==> config.mk <==
export PLATFORM = sky130hd
export DESIGN_NAME = cnvp_top
export DESIGN_NICKNAME = d
export VERILOG_FILES = /design/src/shared/cnvp_pkg.sv /design/src/rtl/cnvp_top.sv
export SDC_FILE = /design/constraint.sdc
export NUM_CORES = 1
export LEC_CHECK = 0
export BUFFER_PORTS_ARGS = -buffer_cell sky130_fd_sc_hd__buf_2
export CAP_MARGIN = 20
export CORE_MARGIN = 1
export CORE_UTILIZATION = 55
export CTS_CLUSTER_DIAMETER = 100
export CTS_CLUSTER_SIZE = 40
export DETAILED_ROUTE_END_ITERATION = 6
export GPL_ROUTABILITY_DRIVEN = 0
export PLACE_DENSITY = 0.72
export SYNTH_ARGS = -nofsm -noshare
export SYNTH_HDL_FRONTEND = slang
export SYNTH_SLANG_ARGS = --single-unit
==> constraint.sdc <==
create_clock -name clock -period 3.6 [get_ports clock]
set_input_delay 0.9 -clock clock [delete_from_list [all_inputs] [get_ports clock]]
set_output_delay 0.9 -clock clock [all_outputs]
set_load 0.005 [all_outputs]
==> src/shared/cnvp_pkg.sv <==
// Constants and types shared by the configuration non-volatile programming block.
`default_nettype none
package cnvp_pkg;
	// Serial slave address; the value is arbitrary.
	localparam logic [6:0] DEV_ADDR = 7'h10;
	// Register map.
	localparam logic [7:0] ADDR_CFG_FIRST = 8'h01;
	localparam logic [7:0] ADDR_CFG_LAST = 8'h0a;
	localparam logic [7:0] ADDR_BAL_CFG = 8'h0a;
	localparam logic [7:0] ADDR_KEY = 8'h0b;
	localparam int CFG_COUNT = 10;
	// Key values.
	localparam logic [7:0] KEY_WRITE = 8'h41;
	localparam logic [7:0] KEY_PREREAD = 8'h62;
	localparam logic [7:0] KEY_RESET = 8'h00;
	localparam logic [7:0] CFG_RESET = 8'h00;
	// Synchroniser value after reset: {strobe, port enable, data, clock}, each at its idle level.
	localparam logic [3:0] PIN_IDLE = 4'h7;
	// Fields of the balance configuration register.
	localparam int BAL_EN_HI = 7;
	localparam int BAL_EN_LO = 6;
	localparam int BAL_THR_HI = 3;
	localparam int BAL_THR_LO = 0;
	// Threshold decode in millivolts: top setting and step per code.
	localparam logic [15:0] THR_TOP_MV = 16'h0f3c;
	localparam logic [15:0] THR_STEP_MV = 16'h0064;
	// Balance enable selections.
	typedef enum logic [1:0] {
		BAL_OFF = 2'b00,
		BAL_ALWAYS = 2'b01,
		BAL_CHARGER = 2'b10,
		BAL_CHARGER_TIMED = 2'b11
	} cnvp_bal_sel_t;
	// Serial slave states.
	typedef enum logic [3:0] {
		ST_IDLE = 4'b0000,
		ST_ADDR = 4'b0001,
		ST_ACK_A = 4'b0010,
		ST_REG = 4'b0011,
		ST_ACK_R = 4'b0100,
		ST_WR = 4'b0101,
		ST_ACK_W = 4'b0110,
		ST_RD = 4'b0111,
		ST_RACK = 4'b1000
	} cnvp_state_t;
endpackage
`default_nettype wire

==> src/rtl/cnvp_top.sv <==
// Configuration storage, access key, programming strobe, parity guard and balance start.
//
// Functional notes
// Balancing starts when the highest cell reaches the programmed start threshold, if enabled.
// Charger-dependent enable settings also need a detected charger before balancing starts.
// Threshold code 0000 means 3.9 V, each step lowers 0.1 V, 1111 means 2.4 V.
// Key 0x41 enables writing configuration memory locations 0x01 to 0x0A.
// Key 0x62 makes a pre-read of stored memory contents available.
// Key register resets to 0x00, so writing and pre-read start disabled.
// Serial clock and data pins work only while the port enable pin is high.
// Host loads configuration registers first, then writes 0x41 to power programming.
// Strobe pin pulsed high then low commits configuration registers into memory.
// Memory holds protection thresholds, delays and trim data.
// Stored contents are protected by a column parity byte.
// Parity mismatch forces discharge and charge FET drives off.
// Balance start threshold sits in bits 3 to 0, sixteen settings.
// Balance enable field 00 keeps balancing disabled.
// Key values other than the two defined leave writing and pre-read disabled.
`default_nettype none
module cnvp_top (
	// Clock and reset
	input wire logic clock,
	input wire logic rst_n,
	// Two-wire serial pins
	input wire logic scl_pin,
	input wire logic sda_in,
	output logic sda_out,
	output logic sda_oe,
	input wire logic serial_port_enable_pin,
	input wire logic program_strobe_pin,
	// Cell monitor and FET requests
	input wire logic [15:0] max_cell_mv,
	input wire logic charger_present,
	input wire logic discharge_request,
	input wire logic charge_request,
	// Status and drives
	output logic balance_start,
	output logic discharge_fet_drive,
	output logic charge_fet_drive,
	output logic parity_fault,
	output logic programming_supply_on,
	output logic preread_active
);
	import cnvp_pkg::*;

	////////////////////////////////////////////////////////////////////////////////
	// Functions.

	function automatic logic [7:0] col_parity(input logic [CFG_COUNT:1][7:0] mem);
		logic [7:0] p;
		p = 8'h00;
		for (int i = 1; i <= CFG_COUNT; i++) begin
			p = p ^ mem[i];
		end
		return p;
	endfunction

	function automatic logic in_cfg(input logic [7:0] a);
		return (a >= ADDR_CFG_FIRST) && (a <= ADDR_CFG_LAST);
	endfunction

	function automatic logic [15:0] bal_threshold(input logic [3:0] code);
		return 16'(THR_TOP_MV - 16'(16'(code) * THR_STEP_MV));
	endfunction

	////////////////////////////////////////////////////////////////////////////////
	// Pin synchronisers; the third stage only serves edge detection.

	logic [3:0] pin_s1_r, pin_s2_r, pin_s3_r;
	logic [3:0] pin_s1_nxt, pin_s2_nxt, pin_s3_nxt;

	always_comb begin
		pin_s1_nxt = {program_strobe_pin, serial_port_enable_pin, sda_in, scl_pin};
		pin_s2_nxt = pin_s1_r;
		pin_s3_nxt = pin_s2_r;
	end

	always_ff @(posedge clock) begin
		if (!rst_n) begin
			pin_s1_r <= PIN_IDLE;
			pin_s2_r <= PIN_IDLE;
			pin_s3_r <= PIN_IDLE;
		end else begin
			pin_s1_r <= pin_s1_nxt;
			pin_s2_r <= pin_s2_nxt;
			pin_s3_r <= pin_s3_nxt;
		end
	end

	logic scl, sda, port_en, scl_rise, scl_fall, start_seen, stop_seen, strobe_fall;
	assign scl = pin_s2_r[0];
	assign sda = pin_s2_r[1];
	assign port_en = pin_s2_r[2];
	assign scl_rise = scl && !pin_s3_r[0];
	assign scl_fall = !scl && pin_s3_r[0];
	assign start_seen = scl && pin_s3_r[0] && !sda && pin_s3_r[1];
	assign stop_seen = scl && pin_s3_r[0] && sda && !pin_s3_r[1];
	assign strobe_fall = !pin_s2_r[3] && pin_s3_r[3];

	////////////////////////////////////////////////////////////////////////////////
	// Register and memory state.

	logic [CFG_COUNT:1][7:0] cfg_r, cfg_nxt, nv_r, nv_nxt;
	logic [7:0] parity_r, parity_nxt, key_r, key_nxt;
	logic wr_en;
	logic [7:0] wr_addr, wr_data;
	logic key_write, key_preread;

	assign key_write = (key_r == KEY_WRITE);
	assign key_preread = (key_r == KEY_PREREAD);

	function automatic logic [7:0] reg_read(input logic [7:0] a);
		if (in_cfg(a)) begin
			return key_preread ? nv_r[a[3:0]] : cfg_r[a[3:0]];
		end else if (a == ADDR_KEY) begin
			return key_r;
		end
		return 8'h00;
	endfunction

	////////////////////////////////////////////////////////////////////////////////
	// Serial slave.

	cnvp_state_t st_r, st_nxt;
	logic [2:0] cnt_r, cnt_nxt;
	logic [7:0] sh_r, sh_nxt, ptr_r, ptr_nxt;
	logic rw_r, rw_nxt, done_r, done_nxt, oe_r, oe_nxt;

	always_comb begin
		logic [7:0] rd;
		rd = reg_read(ptr_r);
		st_nxt = st_r;
		cnt_nxt = cnt_r;
		sh_nxt = sh_r;
		ptr_nxt = ptr_r;
		rw_nxt = rw_r;
		done_nxt = done_r;
		oe_nxt = oe_r;
		wr_en = 1'b0;
		wr_addr = ptr_r;
		wr_data = sh_r;
		if (!port_en) begin
			st_nxt = ST_IDLE;
			oe_nxt = 1'b0;
			done_nxt = 1'b0;
		end else if (start_seen) begin
			st_nxt = ST_ADDR;
			cnt_nxt = 3'h0;
			done_nxt = 1'b0;
			oe_nxt = 1'b0;
		end else if (stop_seen) begin
			st_nxt = ST_IDLE;
			oe_nxt = 1'b0;
		end else begin
			case (st_r)
				ST_ADDR, ST_REG, ST_WR: begin
					if (scl_rise && !done_r) begin
						sh_nxt = {sh_r[6:0], sda};
						cnt_nxt = 3'(cnt_r + 3'h1);
						done_nxt = (cnt_r == 3'h7);
					end else if (scl_fall && done_r) begin
						done_nxt = 1'b0;
						cnt_nxt = 3'h0;
						oe_nxt = 1'b1;
						if (st_r == ST_ADDR) begin
							if (sh_r[7:1] == DEV_ADDR) begin
								rw_nxt = sh_r[0];
								st_nxt = ST_ACK_A;
							end else begin
								oe_nxt = 1'b0;
								st_nxt = ST_IDLE;
							end
						end else if (st_r == ST_REG) begin
							ptr_nxt = sh_r;
							st_nxt = ST_ACK_R;
						end else begin
							wr_en = 1'b1;
							ptr_nxt = 8'(ptr_r + 8'h01);
							st_nxt = ST_ACK_W;
						end
					end
				end
				ST_ACK_A, ST_RACK: begin
					if (st_r == ST_RACK && scl_rise && sda) begin
						st_nxt = ST_IDLE;
					end else if (scl_fall) begin
						if (rw_r) begin
							sh_nxt = rd;
							oe_nxt = !rd[7];
							cnt_nxt = 3'h0;
							ptr_nxt = 8'(ptr_r + 8'h01);
							st_nxt = ST_RD;
						end else begin
							oe_nxt = 1'b0;
							st_nxt = ST_REG;
						end
					end
				end
				ST_ACK_R, ST_ACK_W: begin
					if (scl_fall) begin
						oe_nxt = 1'b0;
						st_nxt = ST_WR;
					end
				end
				ST_RD: begin
					if (scl_fall) begin
						if (cnt_r == 3'h7) begin
							oe_nxt = 1'b0;
							st_nxt = ST_RACK;
						end else begin
							sh_nxt = {sh_r[6:0], 1'b0};
							oe_nxt = !sh_r[6];
							cnt_nxt = 3'(cnt_r + 3'h1);
						end
					end
				end
				default: begin
					oe_nxt = 1'b0;
					st_nxt = ST_IDLE;
				end
			endcase
		end
	end

	always_ff @(posedge clock) begin
		if (!rst_n) begin
			st_r <= ST_IDLE;
			cnt_r <= 3'h0;
			sh_r <= 8'h00;
			ptr_r <= 8'h00;
			rw_r <= 1'b0;
			done_r <= 1'b0;
			oe_r <= 1'b0;
		end else begin
			st_r <= st_nxt;
			cnt_r <= cnt_nxt;
			sh_r <= sh_nxt;
			ptr_r <= ptr_nxt;
			rw_r <= rw_nxt;
			done_r <= done_nxt;
			oe_r <= oe_nxt;
		end
	end

	////////////////////////////////////////////////////////////////////////////////
	// Configuration registers, key and non-volatile store.

	always_comb begin
		cfg_nxt = cfg_r;
		key_nxt = key_r;
		nv_nxt = nv_r;
		parity_nxt = parity_r;
		if (wr_en && in_cfg(wr_addr)) begin
			cfg_nxt[wr_addr[3:0]] = wr_data;
		end
		if (wr_en && wr_addr == ADDR_KEY) begin
			key_nxt = wr_data;
		end
		// The store takes the registers only while the write key powers programming.
		if (strobe_fall && key_write) begin
			nv_nxt = cfg_r;
			parity_nxt = col_parity(cfg_r);
		end
	end

	always_ff @(posedge clock) begin
		if (!rst_n) begin
			cfg_r <= {CFG_COUNT{CFG_RESET}};
			key_r <= KEY_RESET;
			nv_r <= {CFG_COUNT{CFG_RESET}};
			parity_r <= 8'h00;
		end else begin
			cfg_r <= cfg_nxt;
			key_r <= key_nxt;
			nv_r <= nv_nxt;
			parity_r <= parity_nxt;
		end
	end

	////////////////////////////////////////////////////////////////////////////////
	// Balance start, parity guard and outputs.

	logic [7:0] bal_cfg;
	cnvp_bal_sel_t bal_sel;
	logic bal_nxt, fault_nxt, dsg_nxt, chg_nxt;
	logic bal_r, fault_r, dsg_r, chg_r, supply_r, preread_r, sda_out_r;

	assign bal_cfg = cfg_r[ADDR_BAL_CFG[3:0]];
	assign bal_sel = cnvp_bal_sel_t'(bal_cfg[BAL_EN_HI:BAL_EN_LO]);

	always_comb begin
		bal_nxt = (bal_sel != BAL_OFF)
			&& (max_cell_mv >= bal_threshold(bal_cfg[BAL_THR_HI:BAL_THR_LO]))
			&& (bal_sel == BAL_ALWAYS || charger_present);
		fault_nxt = (col_parity(nv_r) != parity_r);
		dsg_nxt = discharge_request && !fault_nxt;
		chg_nxt = charge_request && !fault_nxt;
	end

	always_ff @(posedge clock) begin
		if (!rst_n) begin
			bal_r <= 1'b0;
			fault_r <= 1'b0;
			dsg_r <= 1'b0;
			chg_r <= 1'b0;
			supply_r <= 1'b0;
			preread_r <= 1'b0;
			sda_out_r <= 1'b0;
		end else begin
			bal_r <= bal_nxt;
			fault_r <= fault_nxt;
			dsg_r <= dsg_nxt;
			chg_r <= chg_nxt;
			supply_r <= key_write;
			preread_r <= key_preread;
			sda_out_r <= 1'b0;
		end
	end

	assign sda_out = sda_out_r;
	assign sda_oe = oe_r;
	assign balance_start = bal_r;
	assign discharge_fet_drive = dsg_r;
	assign charge_fet_drive = chg_r;
	assign parity_fault = fault_r;
	assign programming_supply_on = supply_r;
	assign preread_active = preread_r;
endmodule
`default_nettype wire

======== Word level (Yosys, flattened, before mapping) ========
Cells that the tools add are included.
operators by class
  $add $sub $neg .......................... 3
  multiplexer cells ....................... 73
  multiply operators ...................... 1
  eq/ne operators ......................... 40
  bitwise gates (word level) .............. 23
  reduce and logical (&&, ||, !) cells .... 50
  magnitude comparators ................... 5
operators by type and width
  operator                                                               number
  8-bit two-way mux                                                      20
  8-bit XOR                                                              18
  80-bit bitwise mux                                                     1
  8-bit binary-select mux with 4-bit select                              2
  8-bit demux with 4-bit select                                          1
  4-bit two-way mux                                                      8
  3-bit two-way mux                                                      10
  1-bit two-way mux                                                      24
  2-bit != test, second input constant                                   12
  4-bit != test, second input constant                                   6
  8-bit one-hot mux with 3 select lines                                  1
  1-bit logical AND                                                      21
  10-bit AND reduction                                                   2
  3-bit != test, second input constant                                   6
  6-bit AND reduction                                                    3
  4-bit by 3-bit equality test with 1-bit output, second input constant  4
  8-bit by 7-bit equality test with 1-bit output, second input constant  2
  16-bit >= comparator                                                   1
  4-bit one-hot mux with 4 select lines                                  1
  8-bit one-hot mux with 2 select lines                                  1
  12-bit by 11-bit subtractor with 13-bit output, first input constant   1
  1-bit zero test                                                        9
  4-bit by 5-bit multiplier with 9-bit output, second input constant     1
  3-bit one-hot mux with 3 select lines                                  1
  other kinds (29)                                                       39
word-level totals
  word-level logic and storage cells ...... 234
  register bits ........................... 220
  output and inout port bits .............. 8
  input port bits ......................... 25

======== Depth between registers and ports, before layout ========
Gate-level depths: netlist of run 1.
  depth after elaboration ................. 12
  gate-level depth with buffers ........... 13
  mapped depth without buffers ............ 13

======== Least setup slack after synthesis of run 1 ========
OpenSTA, ideal clock, no wires.
  path kind ............................... register to register
  start ................................... register cfg_r, in the netlist bal_cfg[1]
  end ..................................... register bal_r (netlist: balance_start)
  library setup time ...................... 0.116 ns
  slack ................................... 0.572 ns
  stages on the path, launching flop included .. 13
  data required time ...................... 3.484 ns
  path buffers ............................ 0
  arrival time ............................ 2.912 ns
  cell sequence ........................... dfxtp_1 -> ha_1 -> ha_1 -> inv_1 -> fa_1 -> ha_1 -> nor3_1 -> xnor2_1 -> ha_1 -> a21o_1 -> a211oi_1 -> o2111ai_1 -> and4_1
on the way
  longest elaborated chain between the ends .. 5
ends and longest elaborated chain
  item                                            RTL line         text
  start, declared                                 cnvp_top.sv:103  logic [CFG_COUNT:1][7:0] cfg_r, cfg_nxt, nv_r, nv_nxt;
  start signal, assigned                          cnvp_top.sv:268  cfg_r <= {CFG_COUNT{CFG_RESET}};
  start signal, assigned                          cnvp_top.sv:273  cfg_r <= cfg_nxt;
  4-bit by 5-bit multiplier with 9-bit output     cnvp_top.sv:63   return 16'(THR_TOP_MV - 16'(16'(code) * THR_STEP_MV));
  12-bit by 11-bit subtractor with 13-bit output  cnvp_top.sv:63
  16-bit >= comparator                            cnvp_top.sv:293  && (max_cell_mv >= bal_threshold(bal_cfg[BAL_THR_HI:BAL_THR_LO]))
  1-bit logical AND                               cnvp_top.sv:293
  1-bit logical AND                               cnvp_top.sv:294  && (bal_sel == BAL_ALWAYS || charger_present);
  end signal, assigned                            cnvp_top.sv:310  bal_r <= bal_nxt;
  end, declared                                   cnvp_top.sv:286  logic bal_r, fault_r, dsg_r, chg_r, supply_r, preread_r, sda_out_r;
Every way passes these cells.
A chain may end at the register's enable or synchronous reset.

======== Final worst setup path of run 1 ========
  start ................................... register cfg_r, in the netlist bal_cfg[2]
  end ..................................... register bal_r (netlist: balance_start)
Same word-level chain as after synthesis.

==> results of run 1 <==
[through the flow]
stage | total power, W | util, % | setup slack [ns]
floorplan | 0.002580 | - | 0.5716
global placement | 0.002629 | 58.17 | 0.4967
detailed placement | 0.002630 | 58.17 | 0.2941
CTS | 0.004145 | 59.97 | 0.2274
global route | 0.004226 | 59.98 | 0.06977
finish | 0.004113 | 59.98 | 0.2711
[sequential cells by signal (all words and copies together) (netlist names), 3 cells and up]
name / flops
cfg_r: 72
cnt_r: 3
sh_r: 8
pin_s3_r: 3
pin_s2_r: 4
ptr_r: 8
st_r: 4
parity_r: 8
bal_cfg: 8
nv_r: 80
pin_s1_r: 4
key_r: 8
[placed cells by master, fill, tap and decap left out, types with 11 or more instances in the layout]
| cell | n |
|---|---|
| xnor2_1 | 125 |
| mux2i_1 | 18 |
| dfxtp_1 | 216 |
| clkbuf_16 | 11 |
| a31oi_1 | 13 |
| nor2_1 | 41 |
| a21oi_1 | 202 |
| mux2_2 | 28 |
| a221oi_1 | 14 |
| nand2b_1 | 18 |
| buf_2 | 31 |
| and3_1 | 14 |
| buf_4 | 26 |
| o22ai_1 | 11 |
| inv_1 | 17 |
| ha_1 | 27 |
| a22oi_1 | 14 |
| o21ai_0 | 19 |
| xor2_1 | 24 |
| nand2_1 | 380 |
| mux4_2 | 17 |
[cells by family after synthesis]
| group | after synthesis | synth area share, % |
|---|---|---|
| simple gates | 536 | 19.93 |
| compound gates | 334 | 16.68 |
| flops | 219 | 36.45 |
| xor+xnor | 155 | 11.97 |
| buf+inv | 124 | 4.380 |
| mux | 65 | 7.583 |
| fa+ha+maj | 28 | 2.975 |
| other cells | 1 | 0.03118 |
[layer usage]
| layer | wire length [µm] | share of wire, % |
|---|---|---|
| met1 | 14010 | 44 |
| met2 | 14840 | 46 |
| met3 | 2188 | 6.8 |
| met4 | 1081 | 3.4 |
| met5 | 0 | 0 |
[area by class of cell]
class	instances	area [µm²]
repair buffers	60	410.4
well taps	275	344.1
inverters	19	76.32
fillers	1905	8493
multi-input cells	1119	7127
clock buffers	12	289.0
clock inverters	4	92.59
flip-flops and latches	219	4388
[timing repair]
item	CTS	global route
endpoints found under the setup margin	0	1
endpoints found under the hold margin	0	0
gates resized for setup	0	1
[how the worst max path moves through the flow]
stage,start,endpoint,slack (ns),depth (start not counted)
global route,bal_cfg[1]$_SDFFE_PN0P_,balance_start$_SDFF_PN0_,0.07,13
finish,bal_cfg[2]$_SDFFE_PN0P_,balance_start$_SDFF_PN0_,0.27,12
global placement,bal_cfg[3]$_SDFFE_PN0P_,balance_start$_SDFF_PN0_,0.50,13
CTS,bal_cfg[3]$_SDFFE_PN0P_,balance_start$_SDFF_PN0_,0.23,13
floorplan,bal_cfg[1]$_SDFFE_PN0P_,balance_start$_SDFF_PN0_,0.57,12
detailed placement,bal_cfg[3]$_SDFFE_PN0P_,balance_start$_SDFF_PN0_,0.29,13
[critical path, cell delays in order (launching register included)]
cell and delay, ns:
dfxtp_1 0.43, ha_1 0.34, inv_1 0.06, fa_1 0.45
xor2_1 0.31, a21oi_1 0.11, xnor2_1 0.14, ha_1 0.31
a21o_1 0.19, a21o_1 0.17, a211oi_1 0.31, o2111ai_1 0.15
and4_1 0.21
[power by group through the flow]
stage | sequential (W) | combinational [W] | clock (W)
final | 0.00246 | 0.000124 | 0.00153
after CTS | 0.00245 | 0.000123 | 0.00157
after detailed placement | 0.00251 | 0.000122 | 0
after global placement | 0.00251 | 0.000121 | 0
after global routing | 0.00246 | 0.000135 | 0.00163
after floorplan | 0.00249 | 0.0000856 | 0
==> summary.md, run 1 <==
| Metric | Value |
|---|---|
| Routed vias/inst | `roughly 6.0` |
| Ys flop type | `dfxtp_1` |
| Period utilization | `a little over 90%` |
| Largest net degree at the start of global routing | `89` |
| Kind of end point of the critical path | `register` |
| GR peak layer | `met2` |
| Hold depth | `1` |
| Clock tree sinks | `~220` |
| Internal power | `around 0.0032 W` |
| Yosys cell types | `78` |
| Initial Utilization | `a little under three fifths` |
| Hold wc startpoint | `pin_s1_r[1]$_SDFF_PN1_` |
| Most common cell in the synthesized netlist | `nand2_1` |
| Clock tree buffer depth | `3` |
| Finish-stage setup viols | `0` |
| Worst path arrival time | `about 3.7 ns` |
| # hold bufs at CTS | `0` |
| Routed WL per cell | `about 19 µm` |
| Total gr overflow | `0` |
| Die height | `roughly 150 µm` |
| Slew Limit Headroom | `roughly 36%` |
| Final instance area | `around 0.013 mm²` |
| Detailed placement HPWL | `21.98 mm` |
| Synthesized area per cell | `roughly 8.2 µm²` |
| Vias in the first global route | `~10000` |
| Status | `completed` |
| Clock Latency Late Sink | `around 0.51 ns` |
| Hold slack final | `0.4199 ns` |
| Count of pins over their slew limit | `0` |
| Sequential share of power | `59.7%` |
| Gate power share | `3.0%` |
| Post-synthesis sequential area ratio | `between 30% and 40%` |
| CP Max Fanout | `8` |
| Setup Buffers After CTS | `0` |
| Synth Warn # | `0` |
| Peak supply drop | `between 0.4 and 0.5 mV` |
| Top-area cell type share of the netlist area | `between 30% and 40%` |
| Number of synthesized flops with an enable pin | `0` |
| Detailed Route Iter0 Violations | `around 1000` |
| Max_cap viols | `0` |
| Pwr per Cell Area | `around 320 mW/mm²` |
| Met3 Use GR | `approximately 3.7%` |
| Hold Crit Endpoint | `pin_s2_r[1]$_SDFF_PN1_` |
| FFs w/ async S/R, synth | `0%` |
| Startpoint type of the worst setup path | `register` |
| Cell leakage power | `around 4.4 nW` |
| FF-to-FF End | `balance_start$_SDFF_PN0_` |
| TritonCTS Buffers | `10` |
| Post-synth top area cell | `dfxtp_1` |
| FMAX | `300.4 MHz` |
| Ranking of synthesized cells by area | `dfxtp_1 36%, nand2_1 12%, xnor2_1 9.1%, a21oi_1 8.4%, mux4_2 3.2%` |
| RSZ-0062 raised after global routing | `false` |
| Cell Count Post-Placement | `between 1500 and 2000` |
| Clock slew at reported path FFs | `0.14 ns` |
| # rows | `53` |
| DIE AREA | `0.02246 mm²` |
| Clock power share | `a little under two fifths` |
| IO buf count | `31` |
| Count of non-filler cells in the finished layout | `1708` |
| Initial antenna violation count | `0` |
| Kind of critical path | `register to register` |
| R2R Setup Slk | `around 0.27 ns` |
| Clock Tree Root | `clkbuf_16` |
| Core area | `around 0.021 mm²` |
| First-pass GRT wire length | `51.83 mm` |
| GRT Total Usage | `just under 30%` |
| Switching part of the total power | `between 20% and 30%` |
| DRC viols | `0` |
| Layout overhead on the synthesized area | `5.815%` |
| Layout cells sized above 1 | `between 10% and 20%` |
| Worst-margin pin slew | `0.9527 ns` |
| Final Hold Viols | `0` |
| First-pass DRT Iterations | `5` |
| # diodes | `0` |
| Cell types with the highest counts after synthesis | `380 x nand2_1, 219 x dfxtp_1, 202 x a21oi_1` |
| Reg-to-Reg Start | `bal_cfg[2]$_SDFFE_PN0P_` |
| Setup Skew | `about 0.045 ns` |
| H-tree depth | `1` |
| CTS tree | `built` |
| Synth Register Bits | `219` |
| Post-synthesis cell area | `0.01203 mm²` |
| Die Wd | `149.9 µm` |
| Ports | `33` |
| Switching power | `0.0009531 W` |
| Met1 usage | `between 30% and 40%` |
| Grt met2 use | `47.92%` |
| Post-DRT Antenna Nets | `0` |
| Via Count | `just over 10000` |
| Reg2Reg Depth | `12` |
| DRT Wirelength | `roughly 32 mm` |
| Placed cell areas | `between 0.01 and 0.015 mm²` |
| Critical Path RT | `~4.0 ns` |
| Hold Crit Class | `register to register` |
| Final net count | `between 1000 and 1500` |
| Setup Total Neg Slack | `0 ns` |
| Syn Nets | `1515` |
| Syn Inst Count | `roughly 1500` |
| Min cycle time layout | `around 3.3 ns` |
Power figures use the tool's default switching activity.
==> run 2, diff against run 1 <==
REMOVE_ABC_BUFFERS = 1   (was unset)
==> summary.md, run 2 (synthesis gave the netlist of run 1 again) <==
| Metric | Value |
|---|---|
| Status | `completed` |
| CP Cell Sequence | `buf_4 > ha_1 > inv_1 > fa_1 > xor2_1 > a21oi_1 > xnor2_1 > ha_1 > a21o_1 > a21o_1 > a211oi_1 > o2111ai_1 > and4_1` |
| TritonCTS Buffers | `10 (unchanged)` |
| # diodes | `0 (unchanged)` |
| Initial Utilization | `56.68% (unchanged)` |
| Peak supply drop | `0.4071 mV (-12%)` |
| First-pass GRT wire length | `51.78 mm (about the same)` |
| Crit-path slowest cell | `fa_1` |
| DIE AREA | `0.02246 mm² (unchanged)` |
| Largest registers | `nv_r x80, cfg_r x72` |
| Min cycle time layout | `3.301 ns (-0.02836 ns)` |
| Core area | `0.02122 mm² (unchanged)` |
| H-tree depth | `1 (unchanged)` |
| Setup Buffers After CTS | `0 (unchanged)` |
| Post-DRT Antenna Nets | `0 (unchanged)` |
| CTS tree | `built` |
| CP Max Fanout | `5 (-3)` |
| GRT Total Usage | `29.32% (about the same)` |
| Clock Tree Root | `clkbuf_16` |
| IO buf count | `31 (unchanged)` |
| Layout overhead on the synthesized area | `5.596%` |
| Number of flip-flops in the largest register | `80 (unchanged)` |
| Kind of end point of the critical path | `register` |
| FMAX | `303.0 MHz (+0.86%)` |
| Slowest stage delay, CP | `0.46 ns (about the same)` |
| Pwr per Cell Area | `318.6 mW/mm² (-1.4%)` |
| Worst-margin pin slew | `0.9609 ns (+0.008210 ns)` |
| Reg with most FFs | `nv_r` |
| Vias in the first global route | `9696 (-0.53%)` |
| Final net count | `1486 (+0.27%)` |
| Total power | `0.004046 W (-1.6%)` |
| Die height | `149.9 µm (unchanged)` |
| WP buf/inv | `2 (+1)` |
| Clock tree buffer depth | `3 (unchanged)` |
| # rows | `53 (unchanged)` |
| Kind of critical path | `register to register` |
| Final core occ | `59.85% (-0.12 points)` |
| Setup Skew | `0.02888 ns (-0.01628 ns)` |
| Layout cells sized above 1 | `11.00% (+0.18 points)` |
| Hold Crit Class | `register to register` |
| Clock tree sinks | `219 (unchanged)` |
| Via Count | `10250 (-0.26%)` |
| First-pass DRT Iterations | `5 (unchanged)` |
| Critical Path RT | `3.99 ns (+0.02 ns)` |
| # hold bufs at CTS | `0 (unchanged)` |
| Leading cell type in the layout, fill and taps excluded | `nand2_1` |
| Routed vias/inst | `5.985 (-0.50%)` |
| DRT Wirelength | `32.24 mm (+0.39%)` |
| Max_cap viols | `0 (unchanged)` |
| Slew Limit Headroom | `35.94% (-0.55 points)` |
| DRC viols | `0 (unchanged)` |
| Post-CTS Resized | `0 (unchanged)` |
| Die Wd | `149.9 µm (unchanged)` |
| Total gr overflow | `0 (unchanged)` |
| Largest net degree at the start of global routing | `112 (+26%)` |
| R2R Setup Slk | `0.30 ns (+0.03 ns)` |
| Cell leakage power | `4.357 nW (+0.15%)` |
| Ports | `33 (unchanged)` |
| Count of pins over their slew limit | `0 (unchanged)` |
| Detailed Route Iter0 Violations | `936 (-8.3%)` |
| RSZ-0062 raised after global routing | `false` |
| Worst path arrival time | `3.69 ns (about the same)` |
| Routed WL per cell | `18.83 µm (+0.16%)` |
| Startpoint type of the worst setup path | `register` |
| Clock slew at reported path FFs | `0.12 ns (-0.02 ns)` |
| CP top delay family | `adder cells` |
| Most frequent cells in the layout | `380 x nand2_1, 217 x dfxtp_1, 202 x a21oi_1, 125 x xnor2_1, 41 x nor2_1` |
| Final Hold Viols | `0 (unchanged)` |
| # fillers | `1915 (+0.52%)` |
| Clock Latency Late Sink | `0.49 ns (-0.02 ns)` |
| Initial antenna violation count | `0 (unchanged)` |
| Period utilization | `91.68% (-0.79 points)` |
| Detailed placement HPWL | `21.85 mm (-0.57%)` |
| Finish-stage setup viols | `0 (unchanged)` |
## run 2: cell type report
cell class	count	area [µm²]	share of cell area (%)
Multi-Input combinational cell	1119	7127	56.11
Inverter	19	73.82	0.5812
Timing Repair Buffer	64	427.9	3.369
Sequential cell	219	4387	34.54
Clock buffer	12	289.0	2.276
Clock inverter	4	52.55	0.4138
Tap cell	275	344.1	2.709
## run 2: layer usage
metal	vias up	part of all wire (%)	track usage (%)
met5	-	0	0
met4	0	3.2	10.25
met3	67	6.8	4.451
met2	348	47	48.77
met1	4897	43	38.54
li1	4935	-	-
## run 2: worst paths after layout
check        cells past startpoint               startpoint                       end
max                             13  bal_cfg[1]$_SDFFE_PN0P_  balance_start$_SDFF_PN0_
min reg2reg                      1   pin_s1_r[1]$_SDFF_PN1_    pin_s2_r[1]$_SDFF_PN1_
min                              1   pin_s1_r[1]$_SDFF_PN1_    pin_s2_r[1]$_SDFF_PN1_
max reg2reg                     13  bal_cfg[1]$_SDFFE_PN0P_  balance_start$_SDFF_PN0_
## run 2: worst reg2reg max path, cell delays in order, from the launching register on
cell	delay (ns)
dfxtp_1	0.35
buf_4	0.17
ha_1	0.30
inv_1	0.06
fa_1	0.46
xor2_1	0.30
a21oi_1	0.11
xnor2_1	0.15
ha_1	0.30
a21o_1	0.18
a21o_1	0.17
a211oi_1	0.29
o2111ai_1	0.15
and4_1	0.21
## run 2: power by group
group / internal (W) / switching, W / leakage [nW]
sequential: 0.00243 / 0.0000227 / 1.77
clock: 0.000615 / 0.000855 / 0.170
combinational: 0.0000404 / 0.0000790 / 2.42
## run 2: per-stage QoR
stage	setup slack (ns)	TNS (ns)	hold slack, ns	cells	instance area, µm²
after floorplan	-1.379	-160.73	0.3863	1357	11570
after global placement	0.4713	0	0.3902	1696	12360
after detailed placement	0.2991	0	0.3928	1696	12360
after CTS	0.2788	0	0.4239	1712	12700
after global routing	0.03472	0	0.4385	1712	12700
final	0.2994	0	0.4205	1712	12700
